<file path="config.mk">
export PLATFORM = sky130hd
export DESIGN_NAME = ufp_uart
export DESIGN_NICKNAME = d
export VERILOG_FILES = /design/src/rtl/ufp_pkg.sv /design/src/rtl/ufp_uart.sv
export VERILOG_INCLUDE_DIRS = /design/src /design/src/rtl
export SDC_FILE = /design/constraint.sdc
export NUM_CORES = 1
export LEC_CHECK = 0
export ABC_AREA = 1
export BUFFER_PORTS_ARGS = -buffer_cell sky130_fd_sc_hd__buf_2
export CAP_MARGIN = 25
export CORE_MARGIN = 2
export CORE_UTILIZATION = 60
export CTS_CLUSTER_SIZE = 25
export DETAILED_ROUTE_END_ITERATION = 6
export GPL_ROUTABILITY_DRIVEN = 0
export GPL_TIMING_DRIVEN = 0
export PLACE_DENSITY = 0.83
export SETUP_SLACK_MARGIN = 0.15
export SLEW_MARGIN = 10
export SYNTH_ARGS = -nofsm -noshare
export SYNTH_HDL_FRONTEND = slang
export SYNTH_SLANG_ARGS = --single-unit
</file>
<file path="constraint.sdc">
create_clock -name ref_clk -period 6.02 [get_ports ref_clk]
set_input_delay 0.602 -clock ref_clk [delete_from_list [all_inputs] [get_ports ref_clk]]
set_output_delay 0.602 -clock ref_clk [all_outputs]
set_load 0.03 [all_outputs]
</file>
<file path="src/rtl/ufp_regs.svh">
// Register offsets, field positions, reset values and timing for the frame-format UART.
// Assumes an 8-bit byte address on the register port with word-aligned registers.
`ifndef UFP_REGS_SVH
`define UFP_REGS_SVH

`define UFP_CTRL_OFS 8'h00
`define UFP_TXDATA_OFS 8'h04
`define UFP_RXDATA_OFS 8'h08
`define UFP_RXERR_OFS 8'h0C
`define UFP_IRQ_STATUS_OFS 8'h10
`define UFP_IRQ_CLEAR_OFS 8'h14
`define UFP_IRQ_ENABLE_OFS 8'h18
`define UFP_STATE_OFS 8'h1C

`define UFP_ROUTE_BIT 0
`define UFP_STOP_BIT 1
`define UFP_LEN_BIT 2
`define UFP_PM_LO 3
`define UFP_PM_HI 4
`define UFP_RXEN_BIT 6
`define UFP_TXEN_BIT 7
`define UFP_CTRL_RESET 8'h00

`define UFP_PM_NONE 2'h0
`define UFP_PM_ZERO 2'h1
`define UFP_PM_ODD 2'h2
`define UFP_PM_EVEN 2'h3

`define UFP_IRQ_TXDONE 0
`define UFP_IRQ_RXDONE 1
`define UFP_IRQ_RXERR 2

`define UFP_ERR_PAR 2
`define UFP_ERR_FRM 1
`define UFP_ERR_OVR 0

`define UFP_CLKS_PER_BIT 16

`endif

</file>
<file path="src/rtl/ufp_pkg.sv">
// Types shared by the frame-format UART.
// Assumes nothing beyond a SystemVerilog compiler.
package ufp_pkg;

    typedef enum logic [2:0] {UFP_IDLE, UFP_START, UFP_DATA, UFP_PAR, UFP_STOP} ufp_phase_t;

    typedef struct packed {
        logic [7:0] ctrl;
        logic [2:0] irq_st;
        logic [2:0] irq_en;
        logic irq;
        logic [31:0] rd_data;
        ufp_phase_t tx_st;
        logic [15:0] tx_cnt;
        logic [2:0] tx_bit;
        logic [7:0] tx_sh;
        logic [1:0] tx_pm;
        logic tx_len8;
        logic tx_stop_n;
        logic txd;
        ufp_phase_t rx_st;
        logic [15:0] rx_cnt;
        logic [2:0] rx_bit;
        logic [7:0] rx_sh;
        logic rx_par;
        logic [1:0] rx_pm;
        logic rx_len8;
        logic [7:0] rx_data;
        logic rx_full;
        logic [2:0] err;
        logic fin;
        logic done_p;
        logic err_p;
    } ufp_state_t;

endpackage

</file>
<file path="src/rtl/ufp_uart.sv">
// Frame-format UART: parity, character length, stop length and error interrupt routing.
// Assumes a synchronous register master and a serial line already synchronous to ref_clk.
//
// Functional notes
// RULE_01 - Even mode: tx parity makes ones even.
// RULE_02 - Even mode: odd ones received flags error.
// RULE_03 - Odd mode: tx parity makes ones odd.
// RULE_04 - Zero mode: tx parity bit always 0.
// RULE_05 - Zero mode: receiver never flags parity error.
// RULE_06 - No-parity mode: tx frame has no parity.
// RULE_07 - No-parity mode: rx expects none, no error.
// RULE_08 - Length select: 0 gives 7, 1 gives 8.
// RULE_09 - Software disables tx, rx before length change.
// RULE_10 - Stop select: 0 one stop, 1 two.
// RULE_11 - Software disables tx before stop change.
// RULE_12 - Receiver always checks a single stop bit.
// RULE_13 - Route 0: error interrupt, no completion interrupt.
// RULE_14 - Route 1: completion interrupt, no error interrupt.
// RULE_15 - Odd mode: even ones received flags error.
// RULE_16 - Parity bit follows last data, precedes stop.
`timescale 1ns/100ps
`default_nettype none
`include "ufp_regs.svh"

module ufp_uart
    import ufp_pkg::*;
#(
    parameter int CLKS_PER_BIT = `UFP_CLKS_PER_BIT
) (
    // Clock and reset.
    input wire logic ref_clk,
    input wire logic rst,
    // Register port.
    input wire logic [7:0] addr,
    input wire logic [31:0] wr_data,
    input wire logic wr_en,
    input wire logic rd_en,
    output logic [31:0] rd_data,
    // Serial line.
    input wire logic rxd,
    output logic txd,
    // Interrupts.
    output logic irq,
    output logic rx_complete_irq,
    output logic rx_error_irq
);

    localparam logic [15:0] BIT_LAST = 16'(CLKS_PER_BIT - 1);
    localparam logic [15:0] HALF_LAST = 16'(CLKS_PER_BIT / 2 - 1);

    ufp_state_t s_r;
    ufp_state_t s_nxt;

    // Parity bit for a character in the given mode; zero and none give 0.
    function automatic logic par_of(input logic [7:0] d, input logic len8, input logic [1:0] pm);
        logic [7:0] m;
        m = len8 ? d : {1'h0, d[6:0]};
        case (pm)
            `UFP_PM_EVEN: par_of = ^m;
            `UFP_PM_ODD: par_of = ~^m;
            default: par_of = 1'h0;
        endcase
    endfunction

    // Next-state logic for the register port, transmitter and receiver.
    always_comb begin
        logic pe;
        logic [2:0] flags;
        pe = 1'h0;
        flags = 3'h0;
        s_nxt = s_r;
        s_nxt.rd_data = 32'h0000_0000;
        s_nxt.fin = 1'h0;
        s_nxt.done_p = 1'h0;
        s_nxt.err_p = 1'h0;

        // Register accesses; hardware sets below override these clears.
        if (wr_en) begin
            case (addr)
                `UFP_CTRL_OFS: s_nxt.ctrl = wr_data[7:0];
                `UFP_IRQ_CLEAR_OFS: s_nxt.irq_st = s_r.irq_st & ~wr_data[2:0];
                `UFP_IRQ_ENABLE_OFS: s_nxt.irq_en = wr_data[2:0];
                default: ;
            endcase
        end
        if (rd_en) begin
            case (addr)
                `UFP_CTRL_OFS: s_nxt.rd_data = {24'h000000, s_r.ctrl};
                `UFP_RXDATA_OFS: begin
                    s_nxt.rd_data = {24'h000000, s_r.rx_data};
                    s_nxt.rx_full = 1'h0;
                end
                `UFP_RXERR_OFS: begin
                    s_nxt.rd_data = {29'h0, s_r.err};
                    s_nxt.err = 3'h0;
                end
                `UFP_IRQ_STATUS_OFS: s_nxt.rd_data = {29'h0, s_r.irq_st};
                `UFP_IRQ_ENABLE_OFS: s_nxt.rd_data = {29'h0, s_r.irq_en};
                `UFP_STATE_OFS: s_nxt.rd_data = {29'h0, s_r.rx_full,
                    s_r.rx_st != UFP_IDLE, s_r.tx_st != UFP_IDLE};
                default: s_nxt.rd_data = 32'h0000_0000;
            endcase
        end

        // Transmitter: start, data, optional parity, one or two stop bits.
        s_nxt.tx_cnt = s_r.tx_cnt + 16'h0001;
        case (s_r.tx_st)
            UFP_IDLE: begin
                s_nxt.txd = 1'h1;
                s_nxt.tx_cnt = 16'h0000;
                if (wr_en && addr == `UFP_TXDATA_OFS && s_r.ctrl[`UFP_TXEN_BIT]) begin
                    s_nxt.tx_sh = wr_data[7:0];
                    s_nxt.tx_pm = s_r.ctrl[`UFP_PM_HI:`UFP_PM_LO];
                    s_nxt.tx_len8 = s_r.ctrl[`UFP_LEN_BIT]; // [RULE_08]
                    s_nxt.tx_st = UFP_START;
                    s_nxt.txd = 1'h0;
                end
            end
            UFP_START: begin
                if (s_r.tx_cnt == BIT_LAST) begin
                    s_nxt.tx_cnt = 16'h0000;
                    s_nxt.tx_bit = 3'h0;
                    s_nxt.tx_st = UFP_DATA;
                    s_nxt.txd = s_r.tx_sh[0];
                end
            end
            UFP_DATA: begin
                if (s_r.tx_cnt == BIT_LAST) begin
                    s_nxt.tx_cnt = 16'h0000;
                    if (s_r.tx_bit == (s_r.tx_len8 ? 3'h7 : 3'h6)) begin // [RULE_08]
                        if (s_r.tx_pm != `UFP_PM_NONE) begin // [RULE_06] [RULE_16]
                            s_nxt.tx_st = UFP_PAR;
                            // Parity per mode. [RULE_01] [RULE_03] [RULE_04]
                            s_nxt.txd = par_of(s_r.tx_sh, s_r.tx_len8, s_r.tx_pm);
                        end else begin
                            s_nxt.tx_st = UFP_STOP;
                            s_nxt.txd = 1'h1;
                            s_nxt.tx_stop_n = s_r.ctrl[`UFP_STOP_BIT]; // [RULE_10]
                        end
                    end else begin
                        s_nxt.tx_bit = s_r.tx_bit + 3'h1;
                        s_nxt.txd = s_r.tx_sh[s_r.tx_bit + 3'h1];
                    end
                end
            end
            UFP_PAR: begin
                if (s_r.tx_cnt == BIT_LAST) begin
                    s_nxt.tx_cnt = 16'h0000;
                    s_nxt.tx_st = UFP_STOP;
                    s_nxt.txd = 1'h1;
                    s_nxt.tx_stop_n = s_r.ctrl[`UFP_STOP_BIT]; // [RULE_10]
                end
            end
            UFP_STOP: begin
                if (s_r.tx_cnt == BIT_LAST) begin
                    s_nxt.tx_cnt = 16'h0000;
                    if (s_r.tx_stop_n) begin
                        s_nxt.tx_stop_n = 1'h0; // Second stop bit. [RULE_10]
                    end else begin
                        s_nxt.tx_st = UFP_IDLE;
                        s_nxt.irq_st[`UFP_IRQ_TXDONE] = 1'h1;
                    end
                end
            end
            default: s_nxt.tx_st = UFP_IDLE;
        endcase
        if (!s_r.ctrl[`UFP_TXEN_BIT]) begin
            s_nxt.tx_st = UFP_IDLE;
            s_nxt.txd = 1'h1;
        end

        // Receiver: mid-bit sampling, optional parity, always one stop bit.
        s_nxt.rx_cnt = s_r.rx_cnt + 16'h0001;
        case (s_r.rx_st)
            UFP_IDLE: begin
                s_nxt.rx_cnt = 16'h0000;
                if (s_r.ctrl[`UFP_RXEN_BIT] && !rxd) begin
                    s_nxt.rx_st = UFP_START;
                    s_nxt.rx_sh = 8'h00;
                    s_nxt.rx_pm = s_r.ctrl[`UFP_PM_HI:`UFP_PM_LO];
                    s_nxt.rx_len8 = s_r.ctrl[`UFP_LEN_BIT]; // [RULE_08]
                end
            end
            UFP_START: begin
                if (s_r.rx_cnt == HALF_LAST) begin
                    s_nxt.rx_cnt = 16'h0000;
                    s_nxt.rx_bit = 3'h0;
                    s_nxt.rx_st = rxd ? UFP_IDLE : UFP_DATA;
                end
            end
            UFP_DATA: begin
                if (s_r.rx_cnt == BIT_LAST) begin
                    s_nxt.rx_cnt = 16'h0000;
                    s_nxt.rx_sh[s_r.rx_bit] = rxd;
                    if (s_r.rx_bit == (s_r.rx_len8 ? 3'h7 : 3'h6)) begin // [RULE_08]
                        // A parity slot only when a parity mode is set. [RULE_07] [RULE_16]
                        s_nxt.rx_st = (s_r.rx_pm != `UFP_PM_NONE) ? UFP_PAR : UFP_STOP;
                    end else begin
                        s_nxt.rx_bit = s_r.rx_bit + 3'h1;
                    end
                end
            end
            UFP_PAR: begin
                if (s_r.rx_cnt == BIT_LAST) begin
                    s_nxt.rx_cnt = 16'h0000;
                    s_nxt.rx_par = rxd;
                    s_nxt.rx_st = UFP_STOP;
                end
            end
            UFP_STOP: begin
                if (s_r.rx_cnt == BIT_LAST) begin
                    // One stop bit regardless of the stop select. [RULE_12]
                    s_nxt.rx_st = UFP_IDLE;
                    s_nxt.fin = 1'h1;
                    // Only odd and even modes judge parity. [RULE_02] [RULE_05] [RULE_07] [RULE_15]
                    if (s_r.rx_pm == `UFP_PM_EVEN || s_r.rx_pm == `UFP_PM_ODD) begin
                        pe = par_of(s_r.rx_sh, s_r.rx_len8, s_r.rx_pm) != s_r.rx_par;
                    end
                    flags = {pe, !rxd, s_r.rx_full};
                    s_nxt.err = flags;
                    if (!s_r.rx_full) begin
                        s_nxt.rx_data = s_r.rx_sh;
                        s_nxt.rx_full = 1'h1;
                    end
                    if (|flags && !s_r.ctrl[`UFP_ROUTE_BIT]) begin
                        s_nxt.irq_st[`UFP_IRQ_RXERR] = 1'h1; // [RULE_13]
                        s_nxt.err_p = 1'h1;
                    end else begin
                        s_nxt.irq_st[`UFP_IRQ_RXDONE] = 1'h1; // [RULE_14]
                        s_nxt.done_p = 1'h1;
                    end
                end
            end
            default: s_nxt.rx_st = UFP_IDLE;
        endcase
        if (!s_r.ctrl[`UFP_RXEN_BIT]) begin
            s_nxt.rx_st = UFP_IDLE;
            s_nxt.err = 3'h0;
        end

        s_nxt.irq = |(s_nxt.irq_st & s_nxt.irq_en);
    end

    // State register.
    always_ff @(posedge ref_clk or posedge rst) begin
        if (rst) begin
            s_r <= '0;
            s_r.ctrl <= `UFP_CTRL_RESET;
            s_r.txd <= 1'h1;
        end else begin
            s_r <= s_nxt;
        end
    end

    // Outputs straight from the state register.
    assign rd_data = s_r.rd_data;
    assign txd = s_r.txd;
    assign irq = s_r.irq;
    assign rx_complete_irq = s_r.done_p;
    assign rx_error_irq = s_r.err_p;
endmodule

`default_nettype wire

</file>
==> impl_metrics.toml, run 1 <==
[run_status]
status = "finished, final reports clean"

[power_and_ir_drop]
ir_drop_mv = 0.1261
powerDensity_nw_per_um2 = 203.9
p_leak_nw = 3.224

[synth]
synth_top_area_share_pct = 45.16
ys_async_sr_fraction_pct = 100.0
synth-adder-area-share_pct = 0.8602
syn_avg_cell_area_um2 = 7.757
synth_area_um2 = 5818
synth_top_area_cell = "dfrtp_1"
synth-seq-area-share_pct = 45.61
synth_simple_gate_area_share_pct = 25.57
synth_common_cells = "nand2_1 (167), dfrtp_1 (105), inv_1 (103)"
synth_edf_count = 0
synth_mux_area_share_pct = 0
synth_compound_gate_area_share_pct = 13.57
yosysWarnings = 0
synth.distinct_cells = 45
ys.flop_type = "dfrtp_1"
synth_top_family_by_area = "simple AND/OR/NAND/NOR gates"
synth.most_common_cell = "nand2_1"
synthTopCellsByArea = "dfrtp_1 (45%), nand2_1 (11%), inv_1 (6.6%), o21ai_0 (5.6%), nand3_1 (4.3%)"
ys_ff_latch = 106
synth-xor-area-share_pct = 2.387
synth_cells = 750

[sta]
relSlewSlack_pct = 60.16
finClkSkew_ns = 0.01458
fmax_ghz = 0.5146
finalCriticalPeriod_ns = 1.943
hold_viol_final = 0
setup_viol = 0
finalCritPeriodShare_pct = 32.28
setup_tns_ns = 0
tightestPinTransition_ns = 0.5976
worst_slack_ns = 4.077
rsz0062_at_grt = "no"
maxSlewViolCount = 0

[final_layout]
final_util_pct = 69.13
insertedDiodeCount = 0
fill_cells = 783
areaGrowthSynthToFinish_pct = 10.84
nets = 866
stdcell_area_um2 = 6449
drive_above_1_share_pct = 15.33

[worst_setup_path]
worst_ep_required_time_ns = 6.28
crit_fanout = 10
worstPathArrival_ns = 2.20
cp-end-kind = "flip-flop"
cp-start-kind = "flip-flop"
critPathKind = "flip-flop to flip-flop"

[global_route]
grt-ovfl-total = 0
grt_pass1_vias = 4751
grt_first_pass_wirelength_um = 21070
track_usage_pct = 25.37
grt_start_max_net_pins = 60
grt_antenna_before_repair = 0

[detailed_routing]
wl_per_cell_um = 12.85
first_pass_iters = 5
vias = 5051
wirelength_um = 12220
dr.first_iter.drc_count = 268
drcViolationCount = 0
vias_per_cell = 5.311
antenna_left = 0

[clock_network]
post_cts_buffers = 0
cts_tree = "built"
cts_resized = 0
numCtsBuffers = 9
ctsHoldBuffers = 0
cts-root-buf = "clkbuf_8"
clkLatencyLatePin_ns = 0.37
cts_buffer_depth = 2
path_clk_slew_ns = 0.10
cts_sinks = 106
cts_max_level = 3

[place]
port_buffers = 32
place_hpwl_um = 9382
placed_area_um2 = 6256
place_ws_ns = 3.851

[floorplan]
rows = 35
die_x_um = 102.5
die_h_um = 102.5
io_pins = 81
start_util_pct = 62.37
dieArea_um2 = 10500
coreArea_um2 = 9328

[min_path]
hold_class = "input pin to async pin"

[job]
maxCapViolCount = 0
## critical path, cell delays in order (launching register included)
cell and delay, ns:
dfrtp_1 0.38, inv_1 0.21, nand4_1 0.18, inv_1 0.14, nand4_1 0.19, nand2_2 0.16
nand3_2 0.16, inv_2 0.22, a21oi_1 0.07, o21ai_1 0.08, inv_1 0.05
## power breakdown
group          switching (mW)  total, mW  internal [mW]
combinational          0.0960      0.139         0.0432
sequential             0.0177      0.746          0.728
clock                   0.239      0.430          0.192
total                   0.352       1.32          0.963
## cell type report
| class | instances | area, um2 | share of cell area [%] |
|---|---|---|---|
| repair buffers | 33 | 187.7 | 2.910 |
| inverters | 113 | 426.7 | 6.616 |
| plain buffers | 39 | 270.3 | 4.191 |
| clock inverters | 7 | 68.82 | 1.067 |
| well taps | 129 | 161.4 | 2.503 |
| multi-input cells | 515 | 2556 | 39.64 |
| flip-flops and latches | 106 | 2654 | 41.15 |
| clock buffers | 9 | 123.9 | 1.921 |
## cell usage in the layout (no fill, tap or decap), drive strengths merged, types with 3 or more instances in the layout
cell / Yosys / layout
a31oi: 3 / 3
xor2: 10 / 10
inv: 113 / 114
dfrtp: 105 / 105
clkbuf: 4 / 13
o21ai: 79 / 79
xnor2: 5 / 5
a21oi: 35 / 35
nand2: 172 / 172
nor2: 70 / 70
nor3: 17 / 17
clkinv: 0 / 3
o31ai: 10 / 10
buf: 35 / 68
ha: 4 / 4
conb: 1 / 24
nand4: 12 / 12
nand3: 53 / 53
o211ai: 6 / 6
## logic make-up (layout without fill, tap and decap cells)
logic type	Yosys count	count (layout)
fa+ha+maj	4	4
compound gates	142	142
buf+inv	152	201
flops	106	106
other cells	1	24
simple gates	330	330
xor+xnor	15	15
## state kept, by name (all words and copies together) (netlist names)
register / cells
irq: 1
rd_data: 8
rx_complete_irq: 1
rx_error_irq: 1
s_r: 94
txd: 1
## metal layers
layer	share of wire, %	GRT usage, %	vias to the layer above
met3	5.7	4.378	20
met5	0	0	-
met1	42	33.08	2363
met2	50	42.99	162
li1	-	-	2506
met4	1.7	8.718	0
## path summary, 6_finish.rpt
kind / startpoint / end / slack (ns) / cells after the start
min reg2reg: s_r[65] / s_r[65] / 0.47 / 1
max in group asynchronous: rst / txd / 4.99 / 3
max reg2reg: s_r[36] / s_r[36] / 4.08 / 10
min: rst / s_r[40] / 0.30 / 2
min in group ref_clk: s_r[65] / s_r[65] / 0.47 / 1
max: s_r[36] / s_r[36] / 4.08 / 10
## per-stage QoR
stage | total power, mW | instances | hold WS, ns
after detailed placement | 0.8980 | 935 | 0.4622
after global routing | 1.378 | 951 | 0.3466
after CTS | 1.324 | 951 | 0.3205
after global placement | 0.8896 | 934 | 0.4405
final | 1.315 | 951 | 0.3046
after floorplan | 0.8615 | 773 | 0.4251
No activity file was read; power rests on OpenSTA's default activity.
==> inputs of run 2 (changes only) <==
- ABC_AREA: 1 -> 0
- CORE_UTILIZATION: 60 -> 58
- PLACE_DENSITY: 0.83 -> 0.81
- clock period: 6.02 -> 1.84 ns (I/O delays scaled with it)
==> impl_metrics.toml, run 2 <==
[floorplan]
die_x_um = 103.0
coreArea_um2 = 9639
start_util_pct = 58.96
io_pins = 81
dieArea_um2 = 10610
rows = 36
die_h_um = 103.0

[power_and_ir_drop]
ir_drop_mv = 0.4244
power_mw = 4.147
p_leak_nw = 3.395
powerDensity_nw_per_um2 = 554.4

[final_layout]
areaGrowthSynthToFinish_pct = 31.64
layout_commonest_cell = "dfrtp_1"
insertedDiodeCount = 0
final_util_pct = 77.61
drive_above_1_share_pct = 46.19
nets = 714
stdcell_area_um2 = 7481
top_register = "s_r"
final_cell_mix = "dfrtp_1 (98), buf_4 (77), nand2_1 (37)"
largest_reg_flops = 94
final_cells = 802

[worst_setup_path]
cp-start-kind = "flip-flop"
crit_fanout = 7
cp-end-kind = "flip-flop"
worst_ep_required_time_ns = 2.11
worstPathArrival_ns = 2.49
critPathKind = "flip-flop to flip-flop"

[sta]
relSlewSlack_pct = 46.94
hold_viol_final = 0
tightestPinTransition_ns = 0.7943
finClkSkew_ns = 0.008605
worst_slack_ns = -0.3787
fin_hold_ws_ns = 0.05723
finalCriticalPeriod_ns = 2.219
maxSlewViolCount = 0
fmax_ghz = 0.4507
setup_tns_ns = -10.07
finalCritPeriodShare_pct = 120.6
setup_viol = 48
rsz0062_at_grt = "yes"

[run_status]
status = "finished, violations left"
failed_checks = "negative setup slack"

[clock_network]
cts_tree = "built"
clkLatencyLatePin_ns = 0.38
numCtsBuffers = 9
cts_buffer_depth = 2
path_clk_slew_ns = 0.10
cts_sinks = 106
cts_max_level = 3
cts-root-buf = "clkbuf_8"

[detailed_routing]
vias = 4653
antenna_left = 0
wl_per_cell_um = 19.10
wirelength_um = 15320
vias_per_cell = 5.802
dr.first_iter.drc_count = 187
first_pass_iters = 5
drcViolationCount = 0

[global_route]
grt_antenna_before_repair = 0
track_usage_pct = 26.19
grt_pass1_vias = 4378
met3_usage_pct = 6.441
grt_first_pass_wirelength_um = 21340
use_met2_pct = 43.96
grt-ovfl-total = 0
top_usage_layer = "met2"
grt_start_max_net_pins = 41
grt.met1_usage_pct = 33.38

[synth]
synth_cells = 533
synth.most_common_cell = "dfrtp_1"
synth_common_cells = "dfrtp_1 (105), nor2_1 (62), nand2_1 (39)"
synth.distinct_cells = 77
ys_ff_latch = 106
synthTopCellsByArea = "dfrtp_1 (46%), mux2_2 (6.7%), xnor2_1 (4.5%), buf_4 (4.2%), nor2_1 (4.1%)"
synth_top_area_share_pct = 46.24
synth_edf_count = 0
synth_top_area_cell = "dfrtp_1"
synth_area_um2 = 5683
synth-seq-area-share_pct = 46.70
syn_avg_cell_area_um2 = 10.66
ys_async_sr_fraction_pct = 100.0
ys.flop_type = "dfrtp_1"
yosysWarnings = 0

[place]
place_inst = 722
place_ws_ns = -0.3786
placed_area_um2 = 6212
place_hpwl_um = 8675
port_buffers = 31

[min_path]
hold_class = "input pin to flip-flop"

[job]
maxCapViolCount = 0
[run 2: cell count changes in the layout (fill, tap and decap cells not counted), moves of 18 or more]
cell	before	now
nand3_1	50	8
a21oi_1	35	2
nand2_1	167	37
buf_6	0	23
mux2_2	0	26
nor2_1	56	27
inv_1	102	3
nor2_2	9	27
o21ai_0	65	5
buf_4	32	77
[run 2: final cells by class]
cell class              count  area, um2
clock inverters             2      13.76
inverters                   7      35.03
fillers                   566       2158
flip-flops and latches    106       2663
well taps                 133      166.4
multi-input cells         392       3299
plain buffers              51      381.6
clock buffers              13      148.9
repair buffers             98      773.2
[run 2: kinds of logic (layout without fill, tap and decap cells)]
| family | count (synthesis) | count (layout) | synth area share [%] |
|---|---|---|---|
| buf+inv | 58 | 171 | 6.209 |
| fa+ha+maj | 4 | 4 | 0.8807 |
| simple gates | 201 | 201 | 19.88 |
| flops | 106 | 106 | 46.70 |
| compound gates | 70 | 70 | 9.225 |
| xor+xnor | 47 | 47 | 7.728 |
| mux | 46 | 46 | 9.313 |
| other cells | 1 | 24 | 0.06599 |
[run 2: worst paths after layout]
kind,startpoint,to,slack (ns),cells past startpoint
min in group asynchronous,rst,s_r[69],0.49,3
min,wr_data[6],s_r[60],0.06,2
min reg2reg,s_r[13],s_r[13],0.53,1
max in group asynchronous,rst,txd,0.65,4
max reg2reg,s_r[31],s_r[23],-0.38,9
max,s_r[31],s_r[23],-0.38,9
[run 2: worst max-delay path, cell delays in order, from the launching register on]
cell      delay, ns
dfrtp_1        0.38
ha_2           0.21
and3_1         0.18
buf_4          0.17
nand4_1        0.14
buf_6          0.16
buf_6          0.11
nor4_4         0.32
nand3b_1       0.14
mux2i_1        0.28
[run 2: repair_timing]
action | CTS | global route
endpoints found under the hold margin | 31 | 0
buffers inserted | 36 | 26
cloned | 2 | 0
pin swaps | 64 | 35
setup endpoints to repair | 85 | 86
resized for setup | 79 | 84
hold buffers | 1 | 0
[run 2: metal layers]
layer  vias up  part of all wire [%]
li1       2095                     -
met1      2309                    38
met2       188                    52
met3        61                   5.0
met4         0                   4.6
met5         -                     0
[run 2: power breakdown]
group          total [mW]  internal (mW)  switching [mW]  leakage [nW]
Combinational       0.445          0.185           0.261          1.87
Clock                1.29          0.525           0.764        0.0835
Sequential           2.41           2.36          0.0495          1.44
==> inputs of run 3 (changes only) <==
- CELL_PAD_IN_SITES_DETAIL_PLACEMENT: default -> 1
- CELL_PAD_IN_SITES_GLOBAL_PLACEMENT: default -> 1
- CORE_UTILIZATION: 58 -> 45
- GPL_TIMING_DRIVEN: 0 -> default
- PLACE_DENSITY: 0.81 -> default
- PLACE_DENSITY_LB_ADDON: default -> 0.1
==> impl_metrics.toml, run 3 (synthesized netlist as in run 2, its figures left out) <==
[place]
port_buffers = 32
place_hpwl_um = 10540
place_ws_ns = -0.1726
place_inst = 796

[clock_network]
cts_tree = "built"
cts_buffer_depth = 2
cts_sinks = 106
clkLatencyLatePin_ns = 0.35
path_clk_slew_ns = 0.07
numCtsBuffers = 9
cts-root-buf = "clkbuf_16"
cts_max_level = 3

[sta]
finClkSkew_ns = 0.005080
finalCritPeriodShare_pct = 110.3
worst_slack_ns = -0.1890
setup_viol = 65
fin_hold_ws_ns = 0.08154
relSlewSlack_pct = 63.74
tightestPinTransition_ns = 0.5428
hold_viol_final = 0
maxSlewViolCount = 0
rsz0062_at_grt = "yes"
fmax_ghz = 0.4929
setup_tns_ns = -4.510
finalCriticalPeriod_ns = 2.029

[worst_setup_path]
crit_fanout = 3
cp.depth = 6
worst_ep_required_time_ns = 2.13
cp_top_family = "simple AND/OR/NAND/NOR gates"
cp-end-kind = "flip-flop"
path_buf_inv = 0
reg2regPathDepth = 6
max_stage_delay_ns = 0.53
cp_slowest_cell = "or4b_4"
critPathKind = "flip-flop to flip-flop"
crit_chain = "nor4_4, nand4_1, o21ai_1, a21oi_1, or4b_4, a21boi_2"
cp-start-kind = "flip-flop"
worstPathArrival_ns = 2.32

[final_layout]
multi_input_area_um2 = 3162
drive_above_1_share_pct = 39.70
final_cell_mix = "dfrtp_1 (102), buf_4 (90), nor2_1 (57)"
layout_commonest_cell = "dfrtp_1"
nets = 704
largest_reg_flops = 94
fill_cells = 1348
areaGrowthSynthToFinish_pct = 30.49
seq_area_um2 = 2658
top_register = "s_r"
final_cells = 833

[global_route]
grt_start_max_net_pins = 51
grt_first_pass_wirelength_um = 24160
grt_pass1_vias = 4680
grt-ovfl-total = 0
track_usage_pct = 23.53
grt_antenna_before_repair = 1

[detailed_routing]
wl_per_cell_um = 18.14
vias = 4378
wirelength_um = 15110
first_pass_iters = 6
vias_per_cell = 5.256
drcViolationCount = 0
dr.first_iter.drc_count = 155
antenna_left = 0

[power_and_ir_drop]
pwr-share-seq_pct = 49.9
netSwitchingFraction_pct = 24.85
powerDensity_nw_per_um2 = 646.7
p_leak_nw = 3.387
power_mw = 4.796
p_int_mw = 3.604
clockPowerShare_pct = 41.1
switching_power_mw = 1.192
ir_drop_mv = 0.5255
pwr-share-comb_pct = 9.0

[floorplan]
start_util_pct = 45.59
die_x_um = 116.4
coreArea_um2 = 12470
dieArea_um2 = 13540
die_h_um = 116.4
rows = 41
io_pins = 81

[run_status]
status = "finished, violations left"
failed_checks = "negative setup slack"

[min_path]
min_path_cells = 2
hold_class = "input pin to flip-flop"

[job]
maxCapViolCount = 0
[run 3: cell count changes in the layout (fill, tap and decap cells not counted), moves of 6 or more]
cell and delta:
clkbuf_16 +9, clkbuf_1 -6, nor2_1 +30, clkbuf_8 -11, buf_6 -12, buf_4 +13, nor2_2 -25
[run 3: cell type report]
| type | count | area share [%] |
|---|---|---|
| inverter | 7 | 0.4049 |
| multi-input combinational | 393 | 42.64 |
| clock buffer | 9 | 3.037 |
| clock inverter | 7 | 1.063 |
| sequential | 106 | 35.84 |
| antenna | 1 | 0.03374 |
| timing repair buffer | 138 | 14.09 |
| tap | 172 | 2.902 |
[run 3: final timing paths]
check	from	to	slack [ns]
min in group asynchronous	rst	s_r[40]	0.43
setup reg to reg	s_r[70]	s_r[82]	-0.19
hold / removal	wr_data[5]	s_r[128]	0.08
max in group asynchronous	rst	s_r[19]	0.78
hold reg to reg	s_r[8]	s_r[8]	0.51
setup / recovery	s_r[70]	s_r[82]	-0.19
[run 3: repair_timing]
item	in CTS	in global routing
pin swaps	40	15
hold buffers	1	0
endpoints found under the setup margin	71	87
cloned	1	0
endpoints found under the hold margin	20	0
buffers inserted	11	7
resized for setup	51	28
[run 3: power by group through the flow]
stage	clock network, mW	logic, mW	registers (mW)
after floorplan	0	0.259	2.43
after global placement	0	0.367	2.44
after detailed placement	0	0.376	2.44
after CTS	2.03	0.405	2.39
after global routing	2.12	0.471	2.40
final	1.97	0.433	2.39
[run 3: metrics by stage]
| stage | cell area [um2] | util [%] |
|---|---|---|
| after floorplan | 5851 | - |
| after global placement | 6576 | 52.76 |
| after detailed placement | 6576 | 52.76 |
| after CTS | 7237 | 58.05 |
| after global routing | 7413 | 59.47 |
| final | 7416 | 59.49 |
[run 3: layer usage]
metal  global-route usage [%]  up-vias  wire length (um)
met1                    29.09     2240              6449
met2                    41.94       52              8099
met4                    5.556        0               138
li1                         -     2075                 -
met5                        0        -                 0
met3                    5.293       11               422
